--- src/pkg/cxb_pkg.sv ---
// constants, encodings and state codes of the compare/xor/barrier/load-multiple unit
package cxb_pkg;

    localparam int unsigned CXB_DW        = 32;
    localparam int unsigned CXB_NREG      = 16;

    // register map, byte addresses on the bus
    localparam logic [7:0]  CXB_OFF_RF     = 8'h00;
    localparam logic [7:0]  CXB_OFF_FLAGS  = 8'h40;
    localparam logic [7:0]  CXB_OFF_STATUS = 8'h44;

    // flag field positions inside the flags nibble and the flags word, and field positions inside the status word
    localparam int unsigned CXB_FLG_N      = 3;
    localparam int unsigned CXB_FLG_Z      = 2;
    localparam int unsigned CXB_FLG_C      = 1;
    localparam int unsigned CXB_FLG_V      = 0;
    localparam int unsigned CXB_FLAGS_POS  = 28;
    localparam int unsigned CXB_ST_OPT_POS = 8;
    localparam int unsigned CXB_ST_DMB_POS = 4;

    // reset values
    localparam logic [3:0]  CXB_FLAGS_RST  = 4'h0;
    localparam logic [31:0] CXB_RF_RST     = 32'h0000_0000;
    localparam logic [3:0]  CXB_OPT_RST    = 4'hF;

    // instruction encodings
    localparam logic [9:0]  CXB_OP_CMP_NARROW = 10'h10A;
    localparam logic [7:0]  CXB_OP_CMP_HIGH   = 8'h45;
    localparam logic [9:0]  CXB_OP_XOR        = 10'h101;
    localparam logic [4:0]  CXB_OP_LDM        = 5'h19;
    localparam logic [11:0] CXB_OP_BAR_HW1    = 12'hF3B;
    localparam logic [1:0]  CXB_OP_BAR_HW2    = 2'h2;
    localparam logic [3:0]  CXB_BAR_DMB       = 4'h5;
    localparam logic [3:0]  CXB_BAR_DSB       = 4'h4;
    localparam logic [3:0]  CXB_BAR_ISB       = 4'h6;
    localparam logic [3:0]  CXB_OPT_FULL      = 4'hF;
    localparam logic [3:0]  CXB_SP_IDX        = 4'hD;
    localparam logic [31:0] CXB_WORD_STEP     = 32'h0000_0004;

    typedef enum logic [3:0] {
        CXB_IDLE = 4'h1,
        CXB_LDM  = 4'h2,
        CXB_DSB  = 4'h4,
        CXB_ISB  = 4'h8
    } cxb_state_e;

endpackage

--- src/core/cxb_exec.sv ---
// compare, exclusive-or, barrier and load-multiple execute unit with bus register window
`timescale 1ns/1ps

module cxb_exec
    import cxb_pkg::*;
(
    input  wire logic              hclk,
    input  wire logic              hresetn,
    input  wire logic              hsel,
    input  wire logic [31:0]       haddr,
    input  wire logic [1:0]        htrans,
    input  wire logic              hwrite,
    input  wire logic [2:0]        hsize,
    input  wire logic [31:0]       hwdata,
    input  wire logic              hready,
    output logic                   hreadyout,
    output logic [31:0]            hrdata,
    output logic                   hresp,
    input  wire logic              issue_valid,
    input  wire logic [31:0]       issue_instr,
    input  wire logic              issue_wide,
    input  wire logic              in_cond_block,
    output logic                   issue_ready,
    output logic                   exec_done,
    output logic                   flush_pipe,
    input  wire logic              mem_idle,
    input  wire logic              maint_idle,
    output logic                   mem_req,
    output logic [31:0]            mem_addr,
    input  wire logic              mem_rvalid,
    input  wire logic [31:0]       mem_rdata
);

    typedef struct packed {
        cxb_state_e                st;
        logic [CXB_NREG-1:0][31:0] rf;
        logic [3:0]                flags;
        logic                      dmb_pend;
        logic [7:0]                list;
        logic [3:0]                base;
        logic                      wb;
        logic                      mem_req;
        logic [31:0]               mem_addr;
        logic                      ready;
        logic                      done;
        logic                      flush;
        logic [3:0]                last_opt;
        logic                      ap_wr;
        logic [7:0]                ap_addr;
        logic [31:0]               hrdata;
        logic                      hrdy;
        logic                      hresp;
    } cxb_state_s;

    cxb_state_s r;
    cxb_state_s n;

    logic [15:0] hw1;
    logic [15:0] hw2;
    logic        take;
    logic        is_cmp_narrow;
    logic        is_cmp_high;
    logic        is_cmp;
    logic        is_xor;
    logic        is_ldm;
    logic        is_bar;
    logic        is_dmb;
    logic        is_dsb;
    logic        is_isb;
    logic [3:0]  idx_a;
    logic [3:0]  idx_b;
    logic [31:0] val_a;
    logic [31:0] val_b;
    logic [32:0] cmp_sum;
    logic        cmp_ovf;
    logic [31:0] xor_res;
    logic [2:0]  ldm_idx;
    logic        ap_take;
    logic [31:0] rd_word;

    function automatic logic [2:0] lowest_bit(input logic [7:0] v);
        logic [2:0] k;
        k = 3'h0;
        for (int i = 7; i >= 0; i--) begin
            if (v[i]) begin
                k = 3'(i);
            end
        end
        return k;
    endfunction

    ////////////////////////////////////////////////////////////////////////////////
    // decode

    assign hw1 = issue_instr[31:16];
    assign hw2 = issue_instr[15:0];
    assign take = issue_valid && r.ready;

    assign is_cmp_narrow = !issue_wide && (hw2[15:6] == CXB_OP_CMP_NARROW);
    assign is_cmp_high   = !issue_wide && (hw2[15:8] == CXB_OP_CMP_HIGH);
    assign is_cmp        = is_cmp_narrow || is_cmp_high;
    assign is_xor        = !issue_wide && (hw2[15:6] == CXB_OP_XOR);
    assign is_ldm        = !issue_wide && (hw2[15:11] == CXB_OP_LDM);
    assign is_bar        = issue_wide && (hw1[15:4] == CXB_OP_BAR_HW1)
                           && (hw2[15:14] == CXB_OP_BAR_HW2) && !hw2[12];
    assign is_dmb        = is_bar && (hw2[7:4] == CXB_BAR_DMB);
    assign is_dsb        = is_bar && (hw2[7:4] == CXB_BAR_DSB);
    assign is_isb        = is_bar && (hw2[7:4] == CXB_BAR_ISB);

    // high form reaches all sixteen registers, stack pointer included
    assign idx_a = is_cmp_high ? {hw2[7], hw2[2:0]} : {1'b0, hw2[2:0]};
    assign idx_b = is_cmp_high ? hw2[6:3] : {1'b0, hw2[5:3]};
    assign val_a = r.rf[idx_a];
    assign val_b = r.rf[idx_b];

    // shift is always zero here, so the shifter carry is the old carry
    assign cmp_sum = {1'b0, val_a} + {1'b0, ~val_b} + 33'h0_0000_0001;
    assign cmp_ovf = (val_a[31] ^ val_b[31]) & (val_a[31] ^ cmp_sum[31]);
    assign xor_res = val_a ^ val_b;

    assign ldm_idx = lowest_bit(r.list);
    assign ap_take = hsel && htrans[1] && hready;

    always_comb begin
        rd_word = 32'h0000_0000;
        if (haddr[7:6] == CXB_OFF_RF[7:6]) begin
            rd_word = r.rf[haddr[5:2]];
        end else if (haddr[7:0] == CXB_OFF_FLAGS) begin
            rd_word[CXB_FLAGS_POS +: 4] = r.flags;
        end else if (haddr[7:0] == CXB_OFF_STATUS) begin
            rd_word[3:0] = r.st;
            rd_word[CXB_ST_DMB_POS] = r.dmb_pend;
            rd_word[CXB_ST_OPT_POS +: 4] = r.last_opt;
        end
    end

    ////////////////////////////////////////////////////////////////////////////////
    // next state

    always_comb begin
        n = r;
        n.done = 1'b0;
        n.flush = 1'b0;
        // a fresh barrier wins over the drain seen in the same cycle
        if (mem_idle) begin
            n.dmb_pend = 1'b0;
        end
        unique case (r.st)
            CXB_IDLE: begin
                if (take) begin
                    if (is_cmp) begin
                        n.flags[CXB_FLG_N] = cmp_sum[31];
                        n.flags[CXB_FLG_Z] = (cmp_sum[31:0] == 32'h0000_0000);
                        n.flags[CXB_FLG_C] = cmp_sum[32];
                        n.flags[CXB_FLG_V] = cmp_ovf;
                        n.done = 1'b1;
                    end else if (is_xor) begin
                        n.rf[idx_a] = xor_res;
                        if (!in_cond_block) begin
                            n.flags[CXB_FLG_N] = xor_res[31];
                            n.flags[CXB_FLG_Z] = (xor_res == 32'h0000_0000);
                        end
                        n.done = 1'b1;
                    end else if (is_ldm) begin
                        n.list = hw2[7:0];
                        n.base = {1'b0, hw2[10:8]};
                        n.wb = !hw2[hw2[10:8]];
                        n.mem_addr = r.rf[{1'b0, hw2[10:8]}];
                        n.st = CXB_LDM;
                    end else if (is_dmb) begin
                        // every option value runs the full ordering
                        n.last_opt = hw2[3:0];
                        n.dmb_pend = 1'b1;
                        n.done = 1'b1;
                    end else if (is_dsb) begin
                        n.last_opt = hw2[3:0];
                        n.st = CXB_DSB;
                    end else if (is_isb) begin
                        n.last_opt = hw2[3:0];
                        n.st = CXB_ISB;
                    end else begin
                        n.done = 1'b1;
                    end
                end
            end
            CXB_LDM: begin
                if (r.mem_req) begin
                    if (mem_rvalid) begin
                        n.rf[{1'b0, ldm_idx}] = mem_rdata;
                        n.list[ldm_idx] = 1'b0;
                        n.mem_addr = r.mem_addr + CXB_WORD_STEP;
                        n.mem_req = 1'b0;
                    end
                end else if (r.list == 8'h00) begin
                    // running address now equals base plus four per word
                    if (r.wb) begin
                        n.rf[r.base] = r.mem_addr;
                    end
                    n.st = CXB_IDLE;
                    n.done = 1'b1;
                end else if (!r.dmb_pend) begin
                    n.mem_req = 1'b1;
                end
            end
            CXB_DSB: begin
                if (mem_idle && maint_idle) begin
                    n.st = CXB_IDLE;
                    n.done = 1'b1;
                end
            end
            CXB_ISB: begin
                // wait for context writes to land before the refetch
                if (mem_idle) begin
                    n.flush = 1'b1;
                    n.st = CXB_IDLE;
                    n.done = 1'b1;
                end
            end
        endcase
        n.ready = (n.st == CXB_IDLE);
        n.hrdy = 1'b1;
        n.hresp = 1'b0;
        n.ap_wr = ap_take && hwrite;
        n.ap_addr = haddr[7:0];
        if (ap_take && !hwrite) begin
            n.hrdata = rd_word;
        end
        // bus writes land last, so software wins over the unit
        if (r.ap_wr) begin
            if (r.ap_addr[7:6] == CXB_OFF_RF[7:6]) begin
                n.rf[r.ap_addr[5:2]] = hwdata;
            end else if (r.ap_addr == CXB_OFF_FLAGS) begin
                n.flags = hwdata[CXB_FLAGS_POS +: 4];
            end
        end
    end

    always_ff @(posedge hclk or negedge hresetn) begin
        if (!hresetn) begin
            r.st <= CXB_IDLE;
            r.rf <= {CXB_NREG{CXB_RF_RST}};
            r.flags <= CXB_FLAGS_RST;
            r.dmb_pend <= 1'b0;
            r.list <= 8'h00;
            r.base <= 4'h0;
            r.wb <= 1'b0;
            r.mem_req <= 1'b0;
            r.mem_addr <= 32'h0000_0000;
            r.ready <= 1'b1;
            r.done <= 1'b0;
            r.flush <= 1'b0;
            r.last_opt <= CXB_OPT_RST;
            r.ap_wr <= 1'b0;
            r.ap_addr <= 8'h00;
            r.hrdata <= 32'h0000_0000;
            r.hrdy <= 1'b1;
            r.hresp <= 1'b0;
        end else begin
            r <= n;
        end
    end

    assign hreadyout   = r.hrdy;
    assign hrdata      = r.hrdata;
    assign hresp       = r.hresp;
    assign issue_ready = r.ready;
    assign exec_done   = r.done;
    assign flush_pipe  = r.flush;
    assign mem_req     = r.mem_req;
    assign mem_addr    = r.mem_addr;
endmodule

--- config.mk ---
export PLATFORM = sky130hd
export DESIGN_NAME = cxb_exec
export DESIGN_NICKNAME = d
export VERILOG_FILES = /design/src/pkg/cxb_pkg.sv /design/src/core/cxb_exec.sv
export SDC_FILE = /design/constraint.sdc
export NUM_CORES = 2
export LEC_CHECK = 0
export BUFFER_PORTS_ARGS = -buffer_cell sky130_fd_sc_hd__buf_2
export CAP_MARGIN = 10
export CORE_MARGIN = 2
export CORE_UTILIZATION = 40
export DETAILED_ROUTE_END_ITERATION = 12
export PLACE_DENSITY = 0.61
export SYNTH_ARGS = -nofsm -noshare
export SYNTH_HDL_FRONTEND = slang
export SYNTH_SLANG_ARGS = --single-unit
export TNS_END_PERCENT = 50
--- constraint.sdc ---
create_clock -name hclk -period 5.2 [get_ports hclk]
set_input_delay 1.3 -clock hclk [delete_from_list [all_inputs] [get_ports hclk]]
set_output_delay 1.3 -clock hclk [all_outputs]
set_load 0.03 [all_outputs]
* Word level (Yosys, flattened, before mapping) *
Cells that the tools add are included.

cells by class
  bitwise logic cells = 10
  add/sub/neg operators = 3
  reduce and logical (&&, ||, !) cells = 36
  order comparisons = 14
  multiplexer cells = 104
  equal/unequal tests = 23

operator list
  cell                                                 number
  bitwise mux 512 bit                                  4
  2-to-1 mux 512 bit                                   4
  2-to-1 mux 516 bit                                   3
  one-hot mux 512 bit (2 select lines)                 1
  2-to-1 mux 534 bit                                   1
  2-to-1 mux 514 bit                                   1
  2-to-1 mux 32 bit                                    13
  binary-select mux 32 bit (select 4 bit)              3
  demux 32 bit (select 4 bit)                          2
  demux 32 bit (select 3 bit)                          2
  binary-select mux 32 bit (select 3 bit)              1
  2-to-1 mux 4 bit                                     20
  zero test 32 bit                                     2
  one-hot mux 32 bit (2 select lines)                  1
  adder 32 x 32 -> 33 bit                              1
  adder 33 x 1 -> 33 bit, second input constant        1
  2-to-1 mux 33 bit                                    1
  adder 32 x 3 -> 32 bit, second input constant        1
  equality test 8 x 7 -> 1 bit, second input constant  4
  NOT 32 bit                                           1
  bitwise XOR 32 bit                                   1
  2-to-1 mux 14 bit                                    2
  2-to-1 mux 3 bit                                     9
  logical AND 1 bit                                    21
  39 further kinds                                     90

word-level totals
  bits in registers = 614
  bits of input ports = 144
  word-level logic and storage cells = 221
  output and inout port bits = 70

* Depth between registers and ports, before layout *
  word-level depth = 19
  depth in mapped cells = 22

* Least setup slack after synthesis *
Ideal clock, no wire load.

  kind = input-to-reg
  start = input issue_instr[3]
  end = register r[99] (netlist name)
  arrival time = 6.598 ns
  stages = 20
  data required time = 5.134 ns
  setup slack = -1.464 ns
  path buffers = 5
  path through = buf_2 > clkbuf_1 > clkbuf_1 > buf_1 > mux4_2 > mux4_2 > ha_1 > fa_1 > nand2b_1 > a21oi_1 > o31ai_1 > o31a_1 > clkbuf_1 > a2111o_1 > a31oi_1 > o21ai_0 > a2111oi_0 > and4b_1 > nand4_1 > nand2_1

RTL lines
  item                  RTL line         source
  start, declared       cxb_exec.sv:20   input wire logic [31:0] issue_instr,
  end signal, assigned  cxb_exec.sv:259  r <= n;
  end, declared         cxb_exec.sv:55   cxb_state_s r;

==> metrics.md <==
| Metric | Value |
|---|---|
| Clock buffer depth | 3 |
| Drt total wl | 217700 um |
| Slew @ Worst Pin | 1.352 ns |
| Avg WL per Cell | 34.12 um |
| Critical-path top delay cell | mux4_2 |
| Post-synth EDFFs | 0 |
| Clock slew at reported path FFs | 0.06 ns |
| Largest net degree at the start of global routing | 112 |
| Slowest Stage Delay on Critical Path | 0.53 ns |
| Finished Cell Area | 0.05494 mm2 |
| Via count | 45371 |
| Synth top cells by count | dfrtp_1, mux4_2, a21oi_1, nor2_1, clkbuf_1 |
| CP bufs+invs | 4 |
| TritonCTS buffer count | 79 |
| Hold Path Class | reg2reg |
| IO buf count | 179 |
| Post-synthesis cell area | 0.04818 mm2 |
| Cell-internal power | 14.14 mW |
| Clock Latency Late Sink | 0.70 ns |
| Detailed-router iteration count before antenna repair | 6 |
| Fraction of layout cells with a size suffix above 1 | 33.31% |
| Leak | 22.44 nW |
| Chip width | 351.1 um |
| Worst IR drop on VDD | 322.4 uV |
| First-pass GRT wire length | 311400 um |
| Power per Cell Area | 453.7 mW/mm2 |
| Hold_ws | 0.4683 ns |
| Clock skew | 0.04234 ns |
| Minimum clock period | 5.024 ns |
| Tot GR Track Use | 35.07% |
| Worst EP arrival | 5.65 ns |
| Number of max-cap violations | 0 |
| Worst Setup Start Kind | primary input |
| Vias per inst | 7.110 |
| Seq cells post-synth | 614 |
| Initial Util | 40.27% |
| Final worst path period share | 96.61% |
| Clk root buf | clkbuf_16 |
| Final setup fails | 0 |
| Final HPWL DP | 143600 um |
| Clock power share | 22.9% |
| Cell variety after synth | 79 |
| H-tree levels | 3 |
| Async SR Flop Fraction | 100.0% |
| Combinational Power Share | 47.4% |
| Die Footprint | 0.1233 mm2 |
| Core Util, Final | 45.91% |
| Synth Instances | 4674 |
| Placed inst area | 0.05215 mm2 |
| Initial drt markers | 7416 |
| RSZ-0062 raised after global routing | true |
| R2R Setup Slk | 0.76 ns |
| Syn avg cell area | 10.31 um2 |
| Critical Path RT | 5.83 ns |
| Dominant cells by area after synthesis | dfrtp_1, mux4_2, mux2_2 |
| Final hold vios | 0 |
| Switching share of power | 43.27% |
| Synth area leader | dfrtp_1 |
| Fin nets | 4877 |
| Area delta synth->final | 14.01% |
| Initial antenna violation count | 17 |
| Top-area cell type share of the netlist area | 31.58% |
| Main flop type after synthesis | dfrtp_1 |
| Core region area | 0.1197 mm2 |
| Congestion Overflow GR | 0 |
| Slew Limit Headroom | 9.508% |
| Ports | 214 |
| Crit path cell chain | buf_8 -> buf_4 -> buf_12 -> mux4_2 -> mux2i_1 -> nand2_1 -> o21a_1 -> fa_2 -> nand2b_4 -> a21oi_4 -> o31ai_2 -> o31a_1 -> buf_4 -> maj3_1 -> a311oi_1 -> nand4_1 -> nor4_1 -> and4b_1 -> nand4_1 -> nand2_1 |
| Status | completed |
| Fillers | 11086 |
| Post-CTS Hold Buffers | 0 |
| P_sw | 10.79 mW |
| Crit-path max FO | 11 |
| Crit path max-delay family | simple AND/OR/NAND/NOR gates |
| Peak Freq | 199.1 MHz |
| Final Max Tran Viols | 0 |
| Critical path class | in2reg |
| RePlAce Congestion | 1.028 |
| CTS tree | done |
| Vias in the first global route | 43386 |
| CTS sink cnt | 614 |
| Register area share after synthesis | 31.90% |
| Worst setup EP type | flip-flop |
| Top-count cell post-synth | dfrtp_1 |
| Syn nets | 4851 |
| Die Height | 351.1 um |
| Row cnt | 127 |
| Part of the power in registers | 29.7% |
| Number of synthesis warnings | 0 |
| Number of antenna-violating nets in the routed design | 0 |
| DRC viols | 0 |
## layout make-up
class / count / area (um2) / share of cell area (%)
antenna: 7 / 17.52 / 0.03188
clock buffer: 112 / 2303 / 4.193
clock inverter: 31 / 322.8 / 0.5876
inverter: 60 / 225.2 / 0.4099
multi-input combinational: 3401 / 30330 / 55.21
sequential: 614 / 15380 / 27.99
tap: 1612 / 2017 / 3.671
timing repair buffer: 544 / 4347 / 7.912
## worst paths after layout
| check | from | to | cells past startpoint |
|---|---|---|---|
| setup / recovery | issue_instr[3] | r[99]$_DFF_PN0_ | 20 |
| hold / removal | hrdata[5]$_DFFE_PN0P_ | hrdata[5]$_DFFE_PN0P_ | 2 |
| setup reg to reg | r[197]$_DFF_PN0_ | r[99]$_DFF_PN0_ | 16 |
| hold reg to reg | hrdata[5]$_DFFE_PN0P_ | hrdata[5]$_DFFE_PN0P_ | 2 |
| max in group asynchronous | hresetn | r[593]$_DFF_PN0_ | 2 |
| min in group asynchronous | hresetn | hrdata[30]$_DFFE_PN0P_ | 1 |
## sequential cells by signal, summed over array words and instances, names as in the netlist
| register | flops |
|---|---|
| r | 546 |
| hrdata | 32 |
| mem_addr | 32 |
| exec_done | 1 |
| flush_pipe | 1 |
| issue_ready | 1 |
| mem_req | 1 |
## tightest hold or removal path, cell delays in order (launching register included)
cell and delay (ns):
dfrtp_1 0.34, nand2_1 0.05, nand2_1 0.05
## cell usage in the layout (no fill, tap or decap), types with 110 or more instances in the layout
master / count
mux2_2: 275
nand2_1: 210
o22ai_1: 277
mux4_2: 542
o21ai_0: 288
a221oi_1: 110
a21oi_1: 466
buf_4: 316
buf_2: 169
dfrtp_1: 607
nor2_1: 451
## layer usage
metal / vias up / part of all wire (%) / routed length [um] / global-route usage (%)
met5: - / 0.066 / 144 / 0
met4: 20 / 8.9 / 19380 / 25.85
met3: 981 / 14 / 29670 / 11.73
met2: 3740 / 42 / 92080 / 50.71
met1: 22394 / 35 / 76460 / 43.65
li1: 18236 / - / - / -
## logic make-up (layout without fill, tap and decap cells)
| family | Yosys count | after routing | synth area share [%] |
|---|---|---|---|
| AO/OA/AOI/OAI | 1463 | 1463 | 18.48 |
| XOR/XNOR | 12 | 12 | 0.2181 |
| adder cells (fa/ha/maj) | 34 | 34 | 0.8932 |
| buffers and inverters | 659 | 747 | 5.710 |
| flip-flops | 614 | 614 | 31.90 |
| multiplexers | 888 | 888 | 33.27 |
| other | 2 | 9 | 0.01559 |
| AND/OR/NAND/NOR | 1002 | 1002 | 9.506 |
## power groups by stage
stage,clock (mW),sequential (mW),combinational (mW)
global route,5.94,7.45,12.5
detailed placement,0,7.31,11.3
global placement,0,7.24,11.2
floorplan,0,6.47,7.73
finish,5.71,7.40,11.8
CTS,5.74,7.23,11.3
## metrics by stage
stage,TNS [ns],cells,power [mW],setup slack (ns)
6_report,0,6381,24.92,0.1762
5_1_grt,-0.01862,6377,25.86,-0.01862
4_1_cts,0,6368,24.32,0.02396
3_5_place_dp,-1.914,6225,18.60,-0.6734
3_3_place_gp,-1.869,6225,18.44,-0.6643
2_1_floorplan,-0.8545,4674,14.20,-0.3853
## repair_timing
item,4_1_cts,5_1_grt
endpoints found under the setup margin,0,3
buffers inserted,0,4
gates resized for setup,0,13
(Power assumes the default switching activity.)
